==> src/design/sbc_pkg.sv <==
package sbc_pkg;

  // ----------------------------------------------------------------
  // Register map and field layout
  // ----------------------------------------------------------------
  localparam int ADDR_W = 8;
  localparam int DATA_W = 8;
  localparam logic [7:0] OFS_STANDBY_CONTROL = 8'h00;
  localparam logic [7:0] OFS_MODE_STATUS = 8'h01;
  localparam int STANDBY_SELECT_BIT = 7;
  localparam int STS_MSB = 6;
  localparam int STS_LSB = 4;
  localparam int RSVD_BIT = 3;
  localparam int SCK_MSB = 2;
  localparam int SCK_LSB = 0;
  localparam logic [7:0] STANDBY_CONTROL_RESET = 8'h00;

  // ----------------------------------------------------------------
  // Counts
  // ----------------------------------------------------------------
  localparam int WAIT_BASE_STATES = 8192;
  localparam logic [2:0] STS_MAX_CODE = 3'h5;
  localparam logic [2:0] SCK_MAX_CODE = 3'h5;
  localparam int WAIT_CNT_W = 19;
  localparam int DIV_CNT_W = 5;

  // ----------------------------------------------------------------
  // Types
  // ----------------------------------------------------------------
  typedef struct packed {
    logic standby_select;
    logic [2:0] sts;
    logic rsvd;
    logic [2:0] sck;
  } sbc_standby_control_t;

  typedef enum logic [6:0] {
    MODE_ACTIVE = 7'h01,
    MODE_SLEEP = 7'h02,
    MODE_SUBACT = 7'h04,
    MODE_SUBSLEEP = 7'h08,
    MODE_WATCH = 7'h10,
    MODE_STANDBY = 7'h20,
    MODE_OSC_WAIT = 7'h40
  } sbc_mode_t;

  typedef struct packed {
    logic wr;
    logic rd;
    logic [ADDR_W-1:0] addr;
    logic [DATA_W-1:0] wdata;
  } sbc_bus_req_t;

  typedef struct packed {
    logic direct_transfer;
    logic low_speed_on;
  } sbc_lp_qual_t;

  typedef struct packed {
    sbc_standby_control_t ctrl;
    sbc_mode_t mode;
    logic [WAIT_CNT_W-1:0] wait_cnt;
    logic [DATA_W-1:0] rdata;
  } sbc_main_state_t;

  typedef struct packed {
    logic [DIV_CNT_W-1:0] cnt;
    logic tick;
  } sbc_div_state_t;

endpackage

==> src/design/sbc_clk_divider.sv <==
`timescale 1ns/1ps
module sbc_clk_divider
  import sbc_pkg::*;
(
  input wire logic clk,
  input wire logic rst,
  input wire logic ce,
  input wire logic [2:0] sel,
  output logic tick
);

  // ----------------------------------------------------------------
  // Divider state
  // ----------------------------------------------------------------
  sbc_div_state_t st;
  sbc_div_state_t next_st;

  // Mask of low counter bits that must be all ones for a tick.
  function automatic logic [DIV_CNT_W-1:0] div_mask(input logic [2:0] code);
    logic [DIV_CNT_W:0] one_hot;
    one_hot = '0;
    if (code > SCK_MAX_CODE) begin
      return '0;
    end
    one_hot[code] = 1'b1;
    return DIV_CNT_W'(one_hot - 1'b1);
  endfunction

  // One free running counter serves every ratio, so a change of
  // ratio takes effect within one period of the new clock.
  always_comb begin
    next_st = st;
    next_st.cnt = DIV_CNT_W'(st.cnt + 1'b1);
    next_st.tick = ((st.cnt & div_mask(sel)) == div_mask(sel));
  end

  // Registered tick keeps the output glitch free.
  always_ff @(posedge clk) begin
    if (rst) begin
      st <= '0;
    end else if (ce) begin
      st <= next_st;
    end
  end

  assign tick = st.tick;
endmodule

==> src/design/sbc_standby_ctrl.sv <==
`timescale 1ns/1ps
// Contract
// - Sleep, running fast, select clear: sleep mode.
// - Sleep, running fast, select set: standby/subactive/watch.
// - Sleep in subactive, select clear: subsleep.
// - Sleep in subactive, select set: watch/high-speed.
// - Mode transitions never alter standby select.
// - Bits 6:4 pick oscillator stabilization wait.
// - Wait codes give 8192 to 262144 states.
// - Bit 3 reads zero, ignores writes.
// - Bits 2:0 pick bus master clock.
// - Codes map full clock through clock/32.
// - All fields reset to zero.
// - Divider derives clock/2 through clock/32.
module sbc_standby_ctrl
  import sbc_pkg::*;
#(
  parameter int WAIT_BASE = WAIT_BASE_STATES
)
(
  input wire logic clk,
  input wire logic rst,
  input wire logic ce,
  input wire sbc_bus_req_t bus_req,
  output logic [DATA_W-1:0] rdata,
  input wire logic sleep_exec,
  input wire logic wake_irq,
  input wire sbc_lp_qual_t lp_qual,
  output sbc_mode_t mode,
  output logic cpu_hold,
  output logic osc_stop,
  output logic medium_speed,
  output logic bus_clk_en
);

  // ----------------------------------------------------------------
  // State
  // ----------------------------------------------------------------
  sbc_main_state_t st;
  sbc_main_state_t next_st;
  logic div_tick;
  logic ctrl_wr;
  logic running_fast;
  logic running_sub;

  // Load value of the wait counter for a stabilization code. Reserved
  // codes saturate at the longest wait so a bad setting errs safe.
  function automatic logic [WAIT_CNT_W-1:0] wait_load(input logic [2:0] code);
    logic [2:0] eff;
    eff = (code > STS_MAX_CODE) ? STS_MAX_CODE : code;
    return WAIT_CNT_W'((WAIT_BASE << eff) - 1);
  endfunction

  // Readback image of the control register.
  function automatic logic [DATA_W-1:0] ctrl_image(input sbc_standby_control_t c);
    logic [DATA_W-1:0] img;
    img = '0;
    img[STANDBY_SELECT_BIT] = c.standby_select;
    img[STS_MSB:STS_LSB] = c.sts;
    img[SCK_MSB:SCK_LSB] = c.sck;
    return img;
  endfunction

  // ----------------------------------------------------------------
  // Decode
  // ----------------------------------------------------------------
  assign ctrl_wr = bus_req.wr && (bus_req.addr == OFS_STANDBY_CONTROL);
  assign running_fast = (st.mode == MODE_ACTIVE);
  assign running_sub = (st.mode == MODE_SUBACT);

  // ----------------------------------------------------------------
  // Next state
  // ----------------------------------------------------------------
  // Register writes and mode sequencing share one process; a write in
  // the same cycle as a sleep takes effect for the next sleep only.
  always_comb begin
    next_st = st;
    next_st.rdata = '0;

    // Register writes; the reserved bit is never stored.
    if (ctrl_wr) begin
      next_st.ctrl.standby_select = bus_req.wdata[STANDBY_SELECT_BIT];
      next_st.ctrl.sts = bus_req.wdata[STS_MSB:STS_LSB];
      next_st.ctrl.sck = bus_req.wdata[SCK_MSB:SCK_LSB];
      next_st.ctrl.rsvd = 1'b0;
    end

    // Reads answer one cycle later and read zero elsewhere.
    if (bus_req.rd) begin
      case (bus_req.addr)
        OFS_STANDBY_CONTROL: begin
          next_st.rdata = ctrl_image(st.ctrl);
        end
        OFS_MODE_STATUS: begin
          next_st.rdata = {1'b0, st.mode};
        end
        default: begin
          next_st.rdata = '0;
        end
      endcase
    end

    // Mode sequencing; the standby select is only ever changed by a
    // bus write, never by any of these transitions.
    case (st.mode)
      MODE_ACTIVE: begin
        if (sleep_exec) begin
          if (!st.ctrl.standby_select) begin
            next_st.mode = MODE_SLEEP;
          end else if (!lp_qual.low_speed_on) begin
            next_st.mode = MODE_STANDBY;
          end else if (lp_qual.direct_transfer) begin
            next_st.mode = MODE_SUBACT;
          end else begin
            next_st.mode = MODE_WATCH;
          end
        end
      end
      MODE_SUBACT: begin
        if (sleep_exec) begin
          if (!st.ctrl.standby_select) begin
            next_st.mode = MODE_SUBSLEEP;
          end else if (lp_qual.direct_transfer && !lp_qual.low_speed_on) begin
            // Main oscillator was stopped, so restart waits it out.
            next_st.mode = MODE_OSC_WAIT;
            next_st.wait_cnt = wait_load(st.ctrl.sts);
          end else begin
            next_st.mode = MODE_WATCH;
          end
        end
      end
      MODE_SLEEP: begin
        if (wake_irq) begin
          next_st.mode = MODE_ACTIVE;
        end
      end
      MODE_SUBSLEEP: begin
        if (wake_irq) begin
          next_st.mode = MODE_SUBACT;
        end
      end
      MODE_WATCH: begin
        if (wake_irq) begin
          if (lp_qual.low_speed_on) begin
            next_st.mode = MODE_SUBACT;
          end else begin
            next_st.mode = MODE_OSC_WAIT;
            next_st.wait_cnt = wait_load(st.ctrl.sts);
          end
        end
      end
      MODE_STANDBY: begin
        if (wake_irq) begin
          next_st.mode = MODE_OSC_WAIT;
          next_st.wait_cnt = wait_load(st.ctrl.sts);
        end
      end
      MODE_OSC_WAIT: begin
        // Each cycle here is one state of the restarted clock.
        if (st.wait_cnt == '0) begin
          next_st.mode = MODE_ACTIVE;
        end else begin
          next_st.wait_cnt = WAIT_CNT_W'(st.wait_cnt - 1'b1);
        end
      end
      default: begin
        next_st.mode = MODE_ACTIVE;
      end
    endcase
  end

  // ----------------------------------------------------------------
  // Registers
  // ----------------------------------------------------------------
  // All fields clear at reset: sleep selection, shortest wait, full clock.
  always_ff @(posedge clk) begin
    if (rst) begin
      st.ctrl <= sbc_standby_control_t'(STANDBY_CONTROL_RESET);
      st.mode <= MODE_ACTIVE;
      st.wait_cnt <= '0;
      st.rdata <= '0;
    end else if (ce) begin
      st <= next_st;
    end
  end

  // ----------------------------------------------------------------
  // Bus master clock
  // ----------------------------------------------------------------
  // The divider runs on the system clock; in subclock modes the bus
  // clock enable is withheld since the ratio field does not apply there.
  sbc_clk_divider u_div (
    .clk(clk),
    .rst(rst),
    .ce(ce),
    .sel(st.ctrl.sck),
    .tick(div_tick)
  );

  // ----------------------------------------------------------------
  // Outputs
  // ----------------------------------------------------------------
  assign rdata = st.rdata;
  assign mode = st.mode;
  assign cpu_hold = !(running_fast || running_sub);
  assign osc_stop = (st.mode == MODE_WATCH) || (st.mode == MODE_STANDBY) ||
                    running_sub || (st.mode == MODE_SUBSLEEP);
  assign medium_speed = running_fast && (st.ctrl.sck != 3'h0);
  assign bus_clk_en = running_fast && div_tick;
endmodule

==> config.mk <==
export PLATFORM = sky130hd
export DESIGN_NAME = sbc_standby_ctrl
export DESIGN_NICKNAME = d
export VERILOG_FILES = /design/src/design/sbc_pkg.sv /design/src/design/sbc_clk_divider.sv /design/src/design/sbc_standby_ctrl.sv
export SDC_FILE = /design/constraint.sdc
export NUM_CORES = 1
export LEC_CHECK = 0
export BUFFER_PORTS_ARGS = -buffer_cell sky130_fd_sc_hd__buf_4
export CORE_ASPECT_RATIO = 0.75
export CORE_MARGIN = 2
export CORE_UTILIZATION = 50
export DETAILED_ROUTE_END_ITERATION = 12
export GPL_ROUTABILITY_DRIVEN = 1
export GPL_TIMING_DRIVEN = 0
export PLACE_DENSITY = 0.72
export SYNTH_ARGS = -nofsm -noshare
export SYNTH_HDL_FRONTEND = slang
export SYNTH_SLANG_ARGS = --single-unit
==> constraint.sdc <==
create_clock -name clk -period 4.1 [get_ports clk]
set_input_delay 0.205 -clock clk [delete_from_list [all_inputs] [get_ports clk]]
set_output_delay 0.205 -clock clk [all_outputs]
set_load 0.02 [all_outputs]
==> results by stage <==
Run status:
- The flow ran to the end, and the final reports show no timing, DRC or antenna violations.

Clock network:
- Hold repair after CTS inserted 0 buffers.
- In this run the number of H-tree levels came out at 2.
- In this run the post-CTS setup repair buffer count came out at 0.
- Clock latency on the worst-skew pair, taken at its later pin, is approximately 300 ps.
- The clock tree from TritonCTS is yes.
- After clock tree synthesis, the repair step resized 0 gates.
- In this run the clock root is driven by a sky130_fd_sc_hd__clkbuf_8.
- The clock-pin transition on the worst setup and hold timing paths is roughly 90 ps.
- The clock tree buffer depth is 2.
- The number of CTS-inserted buffers is 5.
- The number of clock sinks is 47.

Worst setup path:
- The startpoint identified for the worst register-to-register timing path is mode[5].
- The startpoint type of the worst setup path is a register.
- The top cell family by delay on the critical path is simple AND/OR/NAND/NOR gates.
- The critical path data arrival time is between 2000 and 3000 ps.
- The critical path endpoint category is a register.
- The cell count of the worst reg-to-reg path is 8.
- The combined buffer and inverter count along the critical path is 2.
- The maximum fanout along the worst path is 10.
- The endpoint identified for the worst register-to-register timing path is st[13].
- The critical path crosses 8 cells after its start point.
- The delay contributed by the slowest stage of the critical path is between 500 and 600 ps.
- The slowest stage of the critical path belongs to the cell sky130_fd_sc_hd__nor4_1.
- Among the stages of the critical path, the cell type that occurs most often is sky130_fd_sc_hd__buf_4.
- The signal on the critical path passes through buf_4, nor4_1, and3_1, o41a_4, o21ba_1, buf_4, a21oi_1, a311oi_1.
- The category of the critical setup timing path is register to register.
- The launching element of the worst setup path is mode[5].
- At the worst endpoint, the required time is ~4300 ps.
- The termination of the worst setup path is st[13].
- Setup slack on the worst reg-to-reg path comes out at 1430 ps.

Logic synthesis:
- Of the post-synthesis cell area, the dominant cell type holds 0.339.
- The average instance in the mapped netlist occupies slightly above 8 sq um.
- Of all flip-flops after synthesis, the portion carrying an async set or reset was 0.
- After technology mapping, the gate count stands at around 340.
- The cell type with the highest aggregate area in the netlist is sky130_fd_sc_hd__dfxtp_1.
- The netlist uses 59 different library cells.
- The number of enable-type register cells in the synthesized netlist is 0.
- The fraction of the yosys area taken by sequential cells is 0.339.
- For this run, the leading register cell type out of synthesis is sky130_fd_sc_hd__dfxtp_1.
- In the post-synthesis netlist, the cell with the most instances is sky130_fd_sc_hd__dfxtp_1.
- Yosys attributes the largest share of cell area to sky130_fd_sc_hd__dfxtp_1, sky130_fd_sc_hd__nor2_1, sky130_fd_sc_hd__a21oi_1.
- In the synthesized netlist, the cells that appear most often are sky130_fd_sc_hd__dfxtp_1, sky130_fd_sc_hd__nor2_1, sky130_fd_sc_hd__a21oi_1.
- The net count of the mapped netlist is about 370.
- The total standard cell area after synthesis is 0.00277 sq mm.
- Yosys printed 0 warnings.
- The flip-flop and latch count after synthesis is 47.

Power:
- The share of total power in sequential cells is 0.502.
- For this design the total switching power over the nets is ~0.22 mW.
- The maximum VDD drop is ~0.16 mV.
- For this design the ratio of total power to cell area is about 280 mW/mm^2.
- Cell internal power was estimated by the tool at around 0.7 mW.
- The switching portion of total power is 0.240.
- Of the total power, combinational logic draws 0.115.
- The portion of total power attributed to the clock network is 0.383.
- In this run the static leakage power is approximately 1.4 nW.

STA:
- Setup violations remaining at the end of the flow were counted as 0.
- The highest clock rate is about 0.37 GHz.
- The actual transition at the worst max-transition pin is 753 ps.
- The hold violation total from the final report was 0.
- The final clock period utilization by the worst path is 0.652.
- The number of max-slew violations in the final report is 0.
- The total negative setup slack is 0 ps.
- The clock arrives with 10.7 ps of skew.
- The relative slew slack is 0.485.
- The post-layout minimum cycle time is about 2700 ps.
- Hold timing on the final database bottoms out at a slack of 133 ps.
- Setup repair after global routing left no endpoint under its margin.

GRT:
- The number of global-route vias before repair came to roughly 2500.
- Entering global routing, the biggest net connects 15 pins.
- The initial antenna violation count is 0.
- The wire length of the first global-routing pass is between 10000 and 15000 um.
- For this run, the total global-route usage over all layers was measured as 0.246.
- The remaining global-route overflow is 0.

Drt:
- Summed over all layers, the routed wires come to 7060 um.
- The per-cell routed wire length is 15.4 um.
- For this run, design rule violations remaining after detail routing come to 0.
- In this run, the number of DRC markers left after iteration 0 of detailed routing was 200.
- The number of vias per cell is a little under 6.
- The count of nets left with antenna violations once routing finished came out at 0.
- Before antenna repair, the detailed router went through 4 iterations.
- For this block, the via count after detailed routing is ~2700.

Floorplan:
- For this configuration, the core starts out at a cell density of 0.518.
- In this run the standard cell core region covers around 0.0054 sq mm.
- The floorplan die area is between 0.006 and 0.007 sq mm.
- The overall die width is 90.0 um.
- 44 I/O pins were placed.
- The height of the die is slightly below 70 um.
- The row count is 23.

Final layout:
- The area taken by multi-input logic gates is ~0.0016 sq mm.
- From synthesis to final layout, the design area changed by 18.9%.
- Of the cells placed in the final design, the portion with a size suffix greater than 1 is 0.216.
- The filler cell count is ~500.
- The total inserted antenna cells is 0.
- The net count of the finished layout is around 420.
- The area taken by flip-flops and latches is 941 sq um.

Place:
- The count of input and output buffers is 41.
- The congestion estimate from routability-driven global placement came to 0.954.
- The HPWL after detailed placement is between 5000 and 6000 um.

Run:
- Max-cap violations in this run came to 0.

Hold path:
- The worst hold path cell count is 3.
- The class of the tightest hold or removal check is primary input to register.
worst min-delay path by stage:
| stage | to | slack (ps) | start |
|---|---|---|---|
| 6_report | st[34] | 130 | bus_req[0] |
| 3_3_place_gp | st[34] | 430 | bus_req[0] |
| 3_5_place_dp | st[34] | 450 | bus_req[0] |
| 2_1_floorplan | st[34] | 350 | bus_req[0] |
| 5_1_grt | st[40] | 150 | bus_req[6] |
| 4_1_cts | st[34] | 130 | bus_req[0] |
metal layers:
layer | up-vias | wire [um] | track usage
met5 | - | 0 | 0
met4 | 0 | 57 | 0.0481
met3 | 8 | 476 | 0.0576
met2 | 94 | 3020 | 0.387
met1 | 1277 | 3510 | 0.351
li1 | 1319 | - | -
tightest hold or removal path: cells and delay by family:
kind | cells | cell delay (ps)
buffers and inverters | 1 | 80
muxes | 1 | 50
and+or+nand+nor | 1 | 70
layout make-up:
cell class	count	area share
Tap cell	75	0.0285
Timing Repair Buffer	42	0.0949
Sequential cell	47	0.285
Buffer	33	0.0600
Clock inverter	2	0.0106
Inverter	14	0.0159
Multi-Input combinational cell	241	0.480
Clock buffer	6	0.0250
registers in the layout (all words and copies together), names as in the netlist:
name and count:
st 26, rdata 8, mode 7, u_div.tick 1, u_div.st 5
cells by family (layout without fill, tap and decap cells):
| family | count (synthesis) | count (layout) | share of synthesized area |
|---|---|---|---|
| AND/OR/NAND/NOR | 122 | 122 | 0.237 |
| multiplexers | 13 | 13 | 0.0483 |
| AO/OA/AOI/OAI | 90 | 90 | 0.223 |
| XOR/XNOR | 8 | 8 | 0.0253 |
| adder cells (fa/ha/maj) | 8 | 8 | 0.0361 |
| flip-flops | 47 | 47 | 0.339 |
| buffers and inverters | 47 | 97 | 0.0903 |
power by group through the flow:
stage / sequential [mW] / combinational (mW) / clock [mW]
CTS: 0.466 / 0.103 / 0.360
detailed placement: 0.476 / 0.102 / 0
global route: 0.467 / 0.118 / 0.376
global placement: 0.476 / 0.101 / 0
finish: 0.466 / 0.107 / 0.355
floorplan: 0.475 / 0.0612 / 0
cell usage in the layout (no fill, tap or decap), drive strengths merged, types with 2 or more instances in the layout:
master	netlist	layout
nor3	8	8
o211ai	4	4
nor2	37	37
o21ai	16	16
clkbuf	10	17
o41ai	2	2
or4	7	7
nand4	6	6
nor4	6	6
nand2b	8	8
and2	2	2
nand2	16	16
a21oi	26	26
nor4b	2	2
dfxtp	47	47
ha	8	8
or3	8	8
xor2	4	4
mux2	3	3
inv	13	13
o31ai	3	3
or2	6	6
o32ai	2	2
and3	3	3
nand3	7	7
a22oi	6	6
buf	23	64
a311oi	12	12
a32oi	2	2
mux2i	10	10
a211oi	5	5
clkinv	1	2
xnor2	4	4
metrics by stage:
step | area [sq um] | setup WS (ps) | instances | power, mW | util
after floorplan | 2770 | 1460 | 335 | 0.536 | -
after global placement | 3170 | 1460 | 451 | 0.578 | 0.593
after detailed placement | 3170 | 1480 | 451 | 0.578 | 0.593
after CTS | 3290 | 1190 | 459 | 0.928 | 0.615
after global routing | 3300 | 1040 | 460 | 0.961 | 0.616
final | 3300 | 1430 | 460 | 0.928 | 0.616
Power figures use the tool's default switching activity.
